File: config.mk
export PLATFORM = sky130hd
export DESIGN_NAME = mhp_host_port
export DESIGN_NICKNAME = d
export VERILOG_FILES = /design/src/hdl/mhp_pkg.sv /design/src/hdl/mhp_rx_if.sv /design/src/hdl/mhp_serial_rx.sv /design/src/hdl/mhp_host_port.sv
export SDC_FILE = /design/constraint.sdc
export NUM_CORES = 1
export LEC_CHECK = 0
export ABC_AREA = 1
export BUFFER_PORTS_ARGS = -buffer_cell sky130_fd_sc_hd__buf_2
export CAP_MARGIN = 25
export CORE_ASPECT_RATIO = 0.5
export CORE_MARGIN = 10
export CORE_UTILIZATION = 63
export CTS_CLUSTER_SIZE = 10
export DETAILED_ROUTE_END_ITERATION = 6
export PLACE_DENSITY = 0.93
export SETUP_SLACK_MARGIN = 0.02
export SYNTH_ARGS = -nofsm -noshare
export SYNTH_HDL_FRONTEND = slang
export SYNTH_HIERARCHICAL = 1
export SYNTH_SLANG_ARGS = --single-unit
export TNS_END_PERCENT = 20
File: constraint.sdc
create_clock -name clk -period 2.94 [get_ports clk]
set_clock_uncertainty 0.05 [all_clocks]
set_input_delay 0.588 -clock clk [delete_from_list [all_inputs] [get_ports clk]]
set_output_delay 0.588 -clock clk [all_outputs]
set_load 0.1 [all_outputs]
File: src/hdl/mhp_pkg.sv
package mhp_pkg;

  // ---------------------------------------------------------------
  // Clocks and timing
  // ---------------------------------------------------------------
  localparam int unsigned CLK_FREQ_KHZ = 100_000;
  // Reference frequency the crystal pins carry; used only by the testbench reference generator.
  localparam int unsigned REF_FREQ_KHZ = 9_600;
  localparam int unsigned MIDI_BAUD = 31_250;
  localparam int unsigned BIT_CYCLES = (CLK_FREQ_KHZ * 1000) / MIDI_BAUD;
  localparam int unsigned HALF_BIT_CYCLES = BIT_CYCLES / 2;
  localparam int unsigned BIT_CNT_W = 12;
  localparam int unsigned INIT_TIME_MS = 50;
  localparam int unsigned INIT_CYCLES = INIT_TIME_MS * CLK_FREQ_KHZ;
  localparam int unsigned INIT_CNT_W = 23;

  // ---------------------------------------------------------------
  // Host port encodings
  // ---------------------------------------------------------------
  typedef logic [7:0] mhp_byte_t;
  localparam logic REG_SEL_DATA = 1'b0;
  localparam logic REG_SEL_CTRL = 1'b1;
  localparam mhp_byte_t CMD_PORT_RESET = 8'hff;
  localparam mhp_byte_t CMD_UART_MODE = 8'h3f;
  localparam int unsigned STAT_RX_EMPTY_BIT = 7;
  localparam int unsigned STAT_TX_BUSY_BIT = 6;
  localparam logic UART_MODE_RESET = 1'b0;
  localparam mhp_byte_t BYTE_RESET = 8'h00;

  // ---------------------------------------------------------------
  // Serial receiver states
  // ---------------------------------------------------------------
  typedef enum logic [1:0] {
    MHP_RX_IDLE = 2'b00,
    MHP_RX_START = 2'b01,
    MHP_RX_DATA = 2'b10,
    MHP_RX_STOP = 2'b11
  } mhp_rx_state_e;

endpackage

File: src/hdl/mhp_rx_if.sv
`timescale 1ns/1ps
interface mhp_rx_if;
  logic [7:0] rx_byte;
  logic rx_valid;
  logic rx_enable;
  modport rcv (input rx_enable, output rx_byte, output rx_valid);
  modport host (output rx_enable, input rx_byte, input rx_valid);
endinterface

File: src/hdl/mhp_serial_rx.sv
`timescale 1ns/1ps
module mhp_serial_rx (
  input wire logic clk,
  input wire logic nrst,
  input wire logic serial_in,
  mhp_rx_if.rcv rx
);
  import mhp_pkg::*;

  mhp_rx_state_e state_r, state_nxt;
  logic [BIT_CNT_W-1:0] cnt_r, cnt_nxt;
  logic [2:0] bit_r, bit_nxt;
  logic [7:0] shift_r, shift_nxt;
  logic valid_r, valid_nxt;
  wire tick_w = (cnt_r == '0);

  // ---------------------------------------------------------------
  // Frame sequencer
  // ---------------------------------------------------------------
  // The start bit is checked again at mid-bit so a glitch is not taken
  // as a frame; a bad stop bit drops the byte silently.
  always_comb begin
    state_nxt = state_r;
    cnt_nxt = tick_w ? cnt_r : cnt_r - 1'b1;
    bit_nxt = bit_r;
    shift_nxt = shift_r;
    valid_nxt = 1'b0;
    case (state_r)
      MHP_RX_IDLE: begin
        if (!serial_in) begin
          state_nxt = MHP_RX_START;
          cnt_nxt = BIT_CNT_W'(HALF_BIT_CYCLES - 1);
        end
      end
      MHP_RX_START: begin
        if (tick_w) begin
          state_nxt = serial_in ? MHP_RX_IDLE : MHP_RX_DATA;
          cnt_nxt = BIT_CNT_W'(BIT_CYCLES - 1);
          bit_nxt = 3'd0;
        end
      end
      MHP_RX_DATA: begin
        if (tick_w) begin
          shift_nxt = {serial_in, shift_r[7:1]};
          cnt_nxt = BIT_CNT_W'(BIT_CYCLES - 1);
          bit_nxt = bit_r + 3'd1;
          if (bit_r == 3'd7) begin
            state_nxt = MHP_RX_STOP;
          end
        end
      end
      MHP_RX_STOP: begin
        if (tick_w) begin
          state_nxt = MHP_RX_IDLE;
          valid_nxt = serial_in;
        end
      end
      default: begin
        state_nxt = MHP_RX_IDLE;
      end
    endcase
    if (!rx.rx_enable) begin
      state_nxt = MHP_RX_IDLE;
      valid_nxt = 1'b0;
    end
  end

  always_ff @(posedge clk or negedge nrst) begin
    if (!nrst) begin
      state_r <= MHP_RX_IDLE;
      cnt_r <= '0;
      bit_r <= 3'd0;
      shift_r <= BYTE_RESET;
      valid_r <= 1'b0;
    end else begin
      state_r <= state_nxt;
      cnt_r <= cnt_nxt;
      bit_r <= bit_nxt;
      shift_r <= shift_nxt;
      valid_r <= valid_nxt;
    end
  end

  assign rx.rx_byte = shift_r;
  assign rx.rx_valid = valid_r;

endmodule // mhp_serial_rx

File: src/hdl/mhp_host_port.sv
`timescale 1ns/1ps
// What this block does
// - Register select low picks data; high picks status on read, control on write.
// - With chip select and read low, drive data or status onto the bus.
// - Read strobe rising edge means the host has taken the byte.
// - Once initialisation is done, a write strobe rising edge captures the bus into data or control.
// - A waiting serial byte is signalled by a rising byte-ready output.
// - Reading the waiting byte clears byte-ready.
// - After reset or a port reset command, serial input feeds the synthesizer.
// - In UART mode serial bytes go to the bus read path instead.
// - Eight data lines whose direction follows chip select, the read strobe and the sleep state.
// - Chip select is active low and frames the whole access.
// - Sleep request forces every output low and drops the oscillator enable.
// - Run indicator is high only while the synthesizer is operational.
// - Reset is active low; the block stays in reset while it is low.
// - The synthesizer reference is a 9.6 MHz crystal or external clock.
// - A buffered copy of the reference drives the converter master clock.
// - About 50 ms of initialisation after reset before messages are processed.
module mhp_host_port #(
  parameter int unsigned INIT_CYCLES_P = mhp_pkg::INIT_CYCLES
) (
  input wire logic clk,
  input wire logic nrst,
  input wire logic cs_n,
  input wire logic rd_n,
  input wire logic wr_n,
  input wire logic register_select,
  input wire mhp_pkg::mhp_byte_t host_data_in,
  output mhp_pkg::mhp_byte_t host_data_out,
  output logic host_data_oe,
  output logic byte_ready,
  input wire logic serial_music_input,
  input wire logic sleep_request_n,
  input wire logic crystal_ref_in,
  output logic master_clock_out,
  output logic osc_enable,
  output logic run,
  output logic uart_mode,
  output mhp_pkg::mhp_byte_t synth_byte,
  output logic synth_byte_valid,
  output mhp_pkg::mhp_byte_t host_byte,
  output logic host_byte_valid
);
  import mhp_pkg::*;

  // ---------------------------------------------------------------
  // Power state and initialisation
  // ---------------------------------------------------------------
  // Once asleep the core stays dark until reset, since the oscillator is
  // gone and nothing in the core can be trusted to restart by itself.
  logic slept_r;
  logic init_done_r;
  logic [INIT_CNT_W-1:0] init_cnt_r;
  wire active_w = sleep_request_n && !slept_r;
  wire ready_w = active_w && init_done_r;

  always_ff @(posedge clk or negedge nrst) begin
    if (!nrst) begin
      slept_r <= 1'b0;
      init_cnt_r <= '0;
      init_done_r <= 1'b0;
    end else begin
      slept_r <= slept_r || !sleep_request_n;
      if (active_w && !init_done_r) begin
        init_cnt_r <= init_cnt_r + 1'b1;
        init_done_r <= (init_cnt_r == INIT_CNT_W'(INIT_CYCLES_P - 1));
      end
    end
  end

  // ---------------------------------------------------------------
  // Strobe edges
  // ---------------------------------------------------------------
  logic rd_prev_r, wr_prev_r, cs_prev_r;
  mhp_byte_t din_prev_r;
  wire sel_prev_w;
  logic sel_prev_r;
  assign sel_prev_w = sel_prev_r;
  // The access counts only if chip select was low while the strobe was low.
  wire rd_rise_w = rd_n && !rd_prev_r && !cs_prev_r && active_w;
  wire wr_rise_w = wr_n && !wr_prev_r && !cs_prev_r && ready_w;
  wire data_ack_w = rd_rise_w && (sel_prev_w == REG_SEL_DATA);
  wire data_wr_w = wr_rise_w && (sel_prev_w == REG_SEL_DATA);
  wire ctrl_wr_w = wr_rise_w && (sel_prev_w == REG_SEL_CTRL);

  always_ff @(posedge clk or negedge nrst) begin
    if (!nrst) begin
      rd_prev_r <= 1'b1;
      wr_prev_r <= 1'b1;
      cs_prev_r <= 1'b1;
      sel_prev_r <= REG_SEL_DATA;
      din_prev_r <= BYTE_RESET;
    end else begin
      rd_prev_r <= rd_n;
      wr_prev_r <= wr_n;
      cs_prev_r <= cs_n;
      sel_prev_r <= register_select;
      din_prev_r <= host_data_in;
    end
  end

  // ---------------------------------------------------------------
  // Serial input and routing
  // ---------------------------------------------------------------
  mhp_rx_if rx_bus ();
  assign rx_bus.rx_enable = ready_w;

  mhp_serial_rx u_rx (
    .clk(clk),
    .nrst(nrst),
    .serial_in(serial_music_input),
    .rx(rx_bus)
  );

  logic uart_mode_r;
  logic pending_r;
  mhp_byte_t data_r;
  wire to_bus_w = rx_bus.rx_valid && uart_mode_r;
  wire to_synth_w = rx_bus.rx_valid && !uart_mode_r;
  // A new byte in the same cycle as the ack keeps the flag set.
  wire pending_nxt = to_bus_w || (pending_r && !data_ack_w);
  wire uart_mode_nxt = (ctrl_wr_w && din_prev_r == CMD_UART_MODE) ? 1'b1 :
                       (ctrl_wr_w && din_prev_r == CMD_PORT_RESET) ? 1'b0 :
                       uart_mode_r;

  always_ff @(posedge clk or negedge nrst) begin
    if (!nrst) begin
      uart_mode_r <= UART_MODE_RESET;
      pending_r <= 1'b0;
      data_r <= BYTE_RESET;
    end else begin
      uart_mode_r <= active_w ? uart_mode_nxt : UART_MODE_RESET;
      pending_r <= active_w && pending_nxt;
      if (to_bus_w) begin
        data_r <= rx_bus.rx_byte;
      end
    end
  end

  // ---------------------------------------------------------------
  // Bus read path and outputs
  // ---------------------------------------------------------------
  mhp_byte_t status_w;
  always_comb begin
    status_w = BYTE_RESET;
    status_w[STAT_RX_EMPTY_BIT] = !pending_r;
    status_w[STAT_TX_BUSY_BIT] = !ready_w;
  end
  wire read_on_w = !cs_n && !rd_n && active_w;
  wire [7:0] rd_mux_w = (register_select == REG_SEL_CTRL) ? status_w : data_r;

  always_ff @(posedge clk or negedge nrst) begin
    if (!nrst) begin
      host_data_out <= BYTE_RESET;
      host_data_oe <= 1'b0;
      byte_ready <= 1'b0;
      master_clock_out <= 1'b0;
      osc_enable <= 1'b0;
      run <= 1'b0;
      uart_mode <= 1'b0;
      synth_byte <= BYTE_RESET;
      synth_byte_valid <= 1'b0;
      host_byte <= BYTE_RESET;
      host_byte_valid <= 1'b0;
    end else begin
      host_data_oe <= read_on_w;
      host_data_out <= read_on_w ? rd_mux_w : BYTE_RESET;
      byte_ready <= active_w && pending_nxt;
      master_clock_out <= active_w && crystal_ref_in;
      osc_enable <= active_w;
      run <= ready_w;
      uart_mode <= active_w && uart_mode_nxt;
      synth_byte_valid <= active_w && to_synth_w;
      synth_byte <= (active_w && to_synth_w) ? rx_bus.rx_byte : BYTE_RESET;
      host_byte_valid <= data_wr_w;
      host_byte <= data_wr_w ? din_prev_r : BYTE_RESET;
    end
  end

  // ---------------------------------------------------------------
  // Checks
  // ---------------------------------------------------------------
  AST_READ_DRIVE: assert property (@(posedge clk) disable iff (!nrst)
    (!cs_n && !rd_n && active_w) |=> host_data_oe)
    else $error("bus not driven during read");
  AST_CS_IDLE: assert property (@(posedge clk) disable iff (!nrst)
    cs_n |=> !host_data_oe)
    else $error("bus driven without chip select");
  AST_STATUS_READ: assert property (@(posedge clk) disable iff (!nrst)
    (read_on_w && register_select) |=> (host_data_out == $past(status_w)))
    else $error("status register not presented");
  AST_UART_CMD: assert property (@(posedge clk) disable iff (!nrst)
    (ctrl_wr_w && din_prev_r == CMD_UART_MODE && active_w) |=> uart_mode_r)
    else $error("uart mode command not taken");
  AST_PORT_RESET: assert property (@(posedge clk) disable iff (!nrst)
    (ctrl_wr_w && din_prev_r == CMD_PORT_RESET) |=> !uart_mode_r ##1 !uart_mode)
    else $error("port reset did not restore synth routing");
  AST_READY_RISE: assert property (@(posedge clk) disable iff (!nrst)
    (to_bus_w && active_w && !pending_r) |=>
      $rose(byte_ready) && data_r == $past(rx_bus.rx_byte))
    else $error("byte ready did not rise for waiting byte");
  AST_ACK_CLEAR: assert property (@(posedge clk) disable iff (!nrst)
    (data_ack_w && !rx_bus.rx_valid) |=> !byte_ready)
    else $error("byte ready not cleared by data read");
  AST_UART_ROUTE: assert property (@(posedge clk) disable iff (!nrst)
    (rx_bus.rx_valid && uart_mode_r) |=> !synth_byte_valid)
    else $error("serial byte reached synthesizer in uart mode");
  AST_SYNTH_ROUTE: assert property (@(posedge clk) disable iff (!nrst)
    (rx_bus.rx_valid && !uart_mode_r && active_w) |=> synth_byte_valid)
    else $error("serial byte not routed to synthesizer");
  AST_SLEEP_LOW: assert property (@(posedge clk) disable iff (!nrst)
    !sleep_request_n |=> !host_data_oe && !byte_ready && !run && !osc_enable
      && !master_clock_out && host_data_out == BYTE_RESET)
    else $error("output active during sleep");
  AST_RUN_INIT: assert property (@(posedge clk) disable iff (!nrst)
    run |-> init_done_r && $past(active_w))
    else $error("run high while not operational");
  AST_MCLK_COPY: assert property (@(posedge clk) disable iff (!nrst)
    active_w |=> master_clock_out == $past(crystal_ref_in))
    else $error("master clock does not follow the reference");
  AST_DATA_WRITE: assert property (@(posedge clk) disable iff (!nrst)
    data_wr_w |=> host_byte_valid && host_byte == $past(din_prev_r))
    else $error("data write not handed over");

endmodule // mhp_host_port

==> metrics.csv, run 1 <==
stage;metric;value;unit
status;status;finished clean;
route;drt_first_pass_iters;5;
synthesis;yosys-top-cells-count;nand2_1 (129), dfrtp_1 (100), nor2_1 (76);
synthesis;synthMostInstantiatedCell;nand2_1;
worst_setup_path;ff2ff_setup_slack;1.15;ns
synthesis;synth_area_per_cell;8.83;sq um
final_layout;multiInputGateArea;1770;sq um
synthesis;yosysTopAreaCell;dfrtp_1;
timing;finalSetupViolations;0;
place;dp_hpwl;7280;microns
worst_setup_path;critPathMaxFanout;4;
synthesis;syn_nets;554;
route;drtAntennaViolNets;0;
synthesis;synth_top_flop_cell;dfrtp_1;
floorplanning;initial_core_util;64.2;%
cts;clock_tree.buffer_depth;2;
power_and_ir_drop;max-vdd-ir-drop;0.311;mV
flow_run;drv_cap;0;
cts;clock_latency;0.35;ns
global_routing;grt_pass1_wl;17000;microns
final_layout;design_area;5330;sq um
floorplanning;boundaryPins;49;
worst_setup_path;r2r_cells;10;
synthesis;synth_edf_count;0;
floorplanning;rows;22;
cts;cts_setup_buffers;0;
min_path;hold_path.class;input pin to async pin;
route;routedLengthMet1;4090;microns
worst_setup_path;crit_family;buffers and inverters;
final_layout;register_area;2580;sq um
timing;hold_viol;0;
worst_setup_path;start_kind;flop;
worst_setup_path;r2r-start;u_rx/cnt_r[0];
route;top_layer_used;met4;
synthesis;syn_inst;526;
global_routing;grt.total_usage;18.5;%
final_layout;finish.utilization;73.6;%
place;placed_area;5010;sq um
timing;fin_tns_setup;0;ns
route;detail_route.wl_per_cell;14.9;microns
timing;setup_ws;1.09;ns
worst_setup_path;end_kind;output pin;
timing;max_slew.worst_pin.slew;0.653;ns
timing;grt_setup_unrepaired;no;
worst_setup_path;crit_type;flop to output pin;
worst_setup_path;timing.critical_path.from;uart_mode;
cts;cts.sinks;103;
timing;fin_crit;1.85;ns
synthesis;yosysWarnings;6;
cts;htree_num_levels;3;
worst_setup_path;worstPathArrival;1.21;ns
global_routing;grt_pass1_vias;3606;
synthesis;synth_seq_cells;103;
power_and_ir_drop;power_density;515;nW/um^2
synthesis;synthTopCellsByArea;dfrtp_1 (54%), nand2_1 (10%), nor2_1 (6.1%);
timing;max_freq;542;MHz
final_layout;drive_gt1_share;16.4;%
timing;period_share;62.8;%
route;dr_wl_met2;5410;microns
floorplanning;coreArea;7240;sq um
route;initialDrtViolationCount;271;
power_and_ir_drop;total_power;2740;uW
final_layout;area_delta_synth_final;14.7;%
final_layout;n_fill_cell;451;
place;routabilityCongestion;0.909;
worst_setup_path;worst-path-stages;1;
place;port_buffers;48;
synthesis;synth.distinct_cells;34;
worst_setup_path;r2r_end;u_rx/cnt_r[10];
route;drc;0;
worst_setup_path;cp_num_buf_inv;1;
final_layout;nets;613;
floorplanning;die_area;11400;sq um
global_routing;grt_antenna_before_repair;0;
worst_setup_path;critPathMaxStageDelay;0.45;ns
cts;cts_resized;0;
cts;clk_pin_slew_worst_paths;0.07;ns
route;num_vias;3669;
synthesis;synth_top_area_share;53.9;%
route;routed_wl;10200;microns
cts;cts_tree;yes;
synthesis;syn_area;4650;sq um
cts;root_buffer;clkbuf_16;
floorplanning;die_x;141;microns
worst_setup_path;endpoint;uart_mode;
worst_setup_path;crit_required;2.30;ns
synthesis;yosysSeqAreaShare;55.5;%
timing;maxSlewViolCount;0;
power_and_ir_drop;p_leak;0.00291;uW
floorplanning;die_y;80.7;microns
global_routing;grt_max_degree;54;
cts;hold_buffers;0;
cts;cts_made_buffers;9;
final_layout;num_antenna_cells;0;
route;wl_met3;454;microns
global_routing;overflow;0;
place;dp_slack;1.18;ns
synthesis;async_reset_ff_share;100;%
timing;relSlewSlack;56.4;%
worst_setup_path;cp_slowest_cell;buf_2;
route;via_per_inst;5.35;
worst_setup_path;cp_cell_sequence;buf_2;
[per-layer routing]
metal	vias to the layer above	track usage (%)
met4	0	7.71
li1	1750	-
met5	-	0
met3	31	4.66
met2	106	34.3
met1	1782	20.3
[through the flow]
stage / instances / hold WS [ns]
after global placement: 670 / 0.406
after CTS: 686 / 0.252
after floorplan: 526 / 0.242
after detailed placement: 670 / 0.416
after global routing: 686 / 0.262
final: 686 / 0.211
[cell type report]
cell class,count,area share (%)
flip-flops and latches,103,48.4
multi-input cells,346,33.2
inverters,74,5.26
repair buffers,51,4.98
clock buffers,10,4.48
well taps,96,2.25
clock inverters,6,1.43
[layout by cell type (no fill, tap or decap), types with 2 or more instances in the layout]
cell and instances:
nor2_4 3, dfstp_2 3, nand2_2 4, xnor2_1 7
clkinv_4 3, nor3_1 3, nor2_2 6, dfrtp_1 100
nand4_1 7, o211ai_1 2, nand3b_1 5, o21ai_1 4
a21oi_1 9, xor2_1 10, nand2_4 5, buf_2 47
nand3_1 43, clkbuf_16 9, nand2_1 129, inv_2 2
ha_1 11, o21ai_0 12, inv_1 71, nor2_1 76
buf_4 4
[registers in the layout, summed over array words and instances (netlist names), 3 cells and up]
signal,flops
u_rx/rx.rx_byte,8
u_rx/cnt_r,12
host_byte,8
synth_byte,8
u_rx/bit_r,3
init_cnt_r,23
din_prev_r,8
host_data_out,8
data_r,8
[worst min-delay path by stage]
stage / from / to / slack, ns / depth (start not counted)
2_1_floorplan: nrst / data_r[0] / 0.24 / 0
3_3_place_gp: u_rx/rx.rx_byte[0] / u_rx/rx.rx_byte[0] / 0.41 / 2
3_5_place_dp: u_rx/bit_r[1] / u_rx/bit_r[1] / 0.42 / 2
4_1_cts: nrst / host_data_out[2] / 0.25 / 1
5_1_grt: nrst / host_data_out[2] / 0.26 / 1
6_report: nrst / init_cnt_r[10] / 0.21 / 1
[kinds of logic (layout without fill, tap and decap cells)]
| family | count (synthesis) | in the layout | share of synthesized area [%] |
|---|---|---|---|
| xor+xnor | 17 | 17 | 3.20 |
| simple gates | 287 | 287 | 28.2 |
| buf+inv | 77 | 141 | 6.44 |
| flops | 103 | 103 | 55.5 |
| fa+ha+maj | 11 | 11 | 2.96 |
| compound gates | 31 | 31 | 3.66 |
[where the power goes]
part / switching (uW) / total (uW) / leakage [uW] / internal [uW]
Combinational: 55.9 / 77.4 / 0.00143 / 21.6
Clock: 533 / 1230 / 0.000155 / 696
Sequential: 8.50 / 1440 / 0.00133 / 1430
Power figures use the tool's default switching activity.
==> run 2, diff against run 1 <==
- CORE_UTILIZATION: 63 -> 58
- PLACE_DENSITY: 0.93 -> 0.87
- clock period: 2.94 -> 1.7 ns (I/O delays scaled with it)
==> run 2 against run 1 <==
Effect of this change: routed wire length rose by 2.6%; first-iteration DRC count shrank 26%; flip-flop and latch count stayed put; count of clock-buffer cells in the layout unchanged; critical path depth grew 7; clock power is 67% higher; largest cell class unchanged; largest power group unchanged.
==> metrics.csv, run 2 (same netlist as run 1, synthesis figures left out) <==
stage;metric;value;unit;change
final_layout;final_cell_count_no_fill;707;;+3.1%
min_path;hold_path.class;input pin to flop;;
worst_setup_path;start_kind;flop;;
final_layout;largest_register_ffs;23;;unchanged
final_layout;final_common_cell;nand2_1;;
global_routing;grt_max_degree;36;;-33%
place;routabilityCongestion;0.921;;+1.4%
place;placedCellCount;686;;+2.4%
timing;max_slew.worst_pin.slew;0.509;ns;-0.144 ns
power_and_ir_drop;combinationalPowerShare;3.3;%;+0.5 points
cts;htree_num_levels;3;;unchanged
power_and_ir_drop;power.switching;1030;uW;+72%
power_and_ir_drop;p_leak;0.00296;uW;+1.5%
timing;fin_crit;1.66;ns;
floorplanning;coreArea;7540;sq um;+4.2%
floorplanning;die_x;147;microns;+3.6%
floorplanning;boundaryPins;49;;unchanged
floorplanning;die_area;12200;sq um;+6.9%
power_and_ir_drop;power_density;864;nW/um^2;+68%
cts;root_buffer;clkbuf_16;;
final_layout;n_fill_cell;567;;+26%
global_routing;grt_pass1_vias;3681;;+2.1%
worst_setup_path;crit_type;flop to flop;;
timing;setup_ws;0.0382;ns;-1.06 ns
cts;cts_made_buffers;9;;unchanged
worst_setup_path;end_kind;flop;;
route;drc;0;;unchanged
cts;cts.sinks;103;;unchanged
final_layout;finish.utilization;72.1;%;-1.5 points
cts;cts_tree;yes;;
cts;clock_latency;0.35;ns;about the same
worst_setup_path;critPathMaxFanout;6;;+2
timing;period_share;97.8;%;
timing;max_freq;602;MHz;
floorplanning;die_y;83.3;microns;+3.2%
timing;relSlewSlack;66.3;%;+9.8 points
worst_setup_path;critPathMaxStageDelay;0.40;ns;-0.05 ns
worst_setup_path;worstPathArrival;1.82;ns;+0.61 ns
cts;clk_pin_slew_worst_paths;0.07;ns;about the same
final_layout;num_antenna_cells;0;;unchanged
timing;hold_viol;0;;unchanged
final_layout;final_cell_mix;nand2_1 (128), dfrtp_1 (98), nor2_1 (75), inv_1 (69), buf_2 (47);;
final_layout;drive_gt1_share;18.7;%;+2.3 points
place;dp_hpwl;7460;microns;+2.5%
worst_setup_path;cp_slowest_cell;dfrtp_1;;
power_and_ir_drop;seqPwrFrac;52.9;%;+0.5 points
floorplanning;initial_core_util;61.6;%;-2.6 points
route;drtAntennaViolNets;0;;unchanged
power_and_ir_drop;max-vdd-ir-drop;0.583;mV;+88%
route;detail_route.wl_per_cell;14.9;microns;-0.42%
final_layout;reg.largest.list;init_cnt_r: 23 flops, u_rx/cnt_r: 12 flops;;
timing;finalSetupViolations;0;;unchanged
route;num_vias;3626;;-1.2%
place;dp_slack;-0.00658;ns;-1.19 ns
timing;maxSlewViolCount;0;;unchanged
route;routed_wl;10500;microns;+2.6%
global_routing;overflow;0;;unchanged
power_and_ir_drop;p_int;3670;uW;+71%
route;initialDrtViolationCount;201;;-26%
final_layout;nets;622;;+1.5%
worst_setup_path;cp_cell_sequence;inv_2 > ha_2 > nand3_2 > nor2_4 > nand2_4 > ha_1 > nand2_1 > o211ai_1;;
power_and_ir_drop;swShare;21.8;%;+0.064 points
global_routing;grt_pass1_wl;17400;microns;+2.3%
final_layout;area_delta_synth_final;17.1;%;
route;via_per_inst;5.13;;-4.1%
final_layout;design_area;5440;sq um;+2.1%
global_routing;grt.total_usage;17.3;%;-1.2 points
power_and_ir_drop;p_clk_share;43.8;%;-1.0 points
flow_run;drv_cap;0;;unchanged
place;port_buffers;48;;unchanged
floorplanning;rows;22;;unchanged
global_routing;grt_antenna_before_repair;0;;unchanged
place;placed_area;5080;sq um;+1.4%
cts;clock_tree.buffer_depth;2;;unchanged
final_layout;top_register;init_cnt_r;;
status;status;finished clean;;
timing;grt_setup_unrepaired;yes;;
worst_setup_path;crit_required;1.86;ns;-0.44 ns
route;drt_first_pass_iters;7;;+2
run 2: through the flow:
step	hold slack (ns)	setup TNS, ns	total power [uW]
floorplan	-0.00559	0	2570
global placement	0.208	0	2670
detailed placement	0.209	-0.00658	2680
CTS	0.0427	0	4720
global route	0.0402	-0.0166	4860
finish	0.0487	0	4700
run 2: path summary, 6_finish.rpt:
path | slack, ns | to | cells past startpoint | startpoint
max in group asynchronous | 0.64 | init_cnt_r[11] | 3 | nrst
setup reg to reg | 0.04 | u_rx/cnt_r[0] | 8 | u_rx/cnt_r[1]
hold / removal | 0.05 | wr_prev_r | 1 | wr_n
hold reg to reg | 0.43 | synth_byte_valid | 1 | uart_mode
setup / recovery | 0.04 | u_rx/cnt_r[0] | 8 | u_rx/cnt_r[1]
min in group asynchronous | 0.40 | host_byte[7] | 2 | nrst
run 2: timing repair:
item                                    in CTS  in global routing
hold buffers                                 1                  0
endpoints found under the hold margin       17                  0
resized for setup                            0                  8
buffers inserted                             1                  3
endpoints found under the setup margin      12                 23
pin swaps                                    1                  2
run 2: worst max-delay path: cells and delay by family, from the launching register on:
family,cells,cell delay [ns]
adder cells (fa/ha/maj),2,0.47
AND/OR/NAND/NOR,4,0.42
flip-flops,1,0.40
buffers and inverters,1,0.09
AO/OA/AOI/OAI,1,0.09
run 2: layer usage:
metal | vias up | routed length, microns | GRT usage, %
met1 | 1746 | 4130 | 18.9
met3 | 21 | 413 | 4.00
met5 | - | 0 | 0
met4 | 0 | 252 | 7.09
met2 | 93 | 5710 | 31.9
li1 | 1766 | - | -
run 2: cell type report:
class                      instances  area (sq um)  share of cell area [%]
multi-input combinational        346          1780                    32.8
clock inverter                     6          67.6                    1.24
sequential                       103          2580                    47.5
clock buffer                      10           229                    4.21
tap                              108           135                    2.48
timing repair buffer              60           360                    6.62
inverter                          74           280                    5.15
run 2: power groups by stage:
| stage | registers (uW) | clock network [uW] | logic (uW) |
|---|---|---|---|
| floorplan | 2530 | 0 | 45.2 |
| global placement | 2530 | 0 | 138 |
| detailed placement | 2530 | 0 | 145 |
| CTS | 2490 | 2090 | 149 |
| global route | 2490 | 2200 | 176 |
| finish | 2490 | 2060 | 153 |
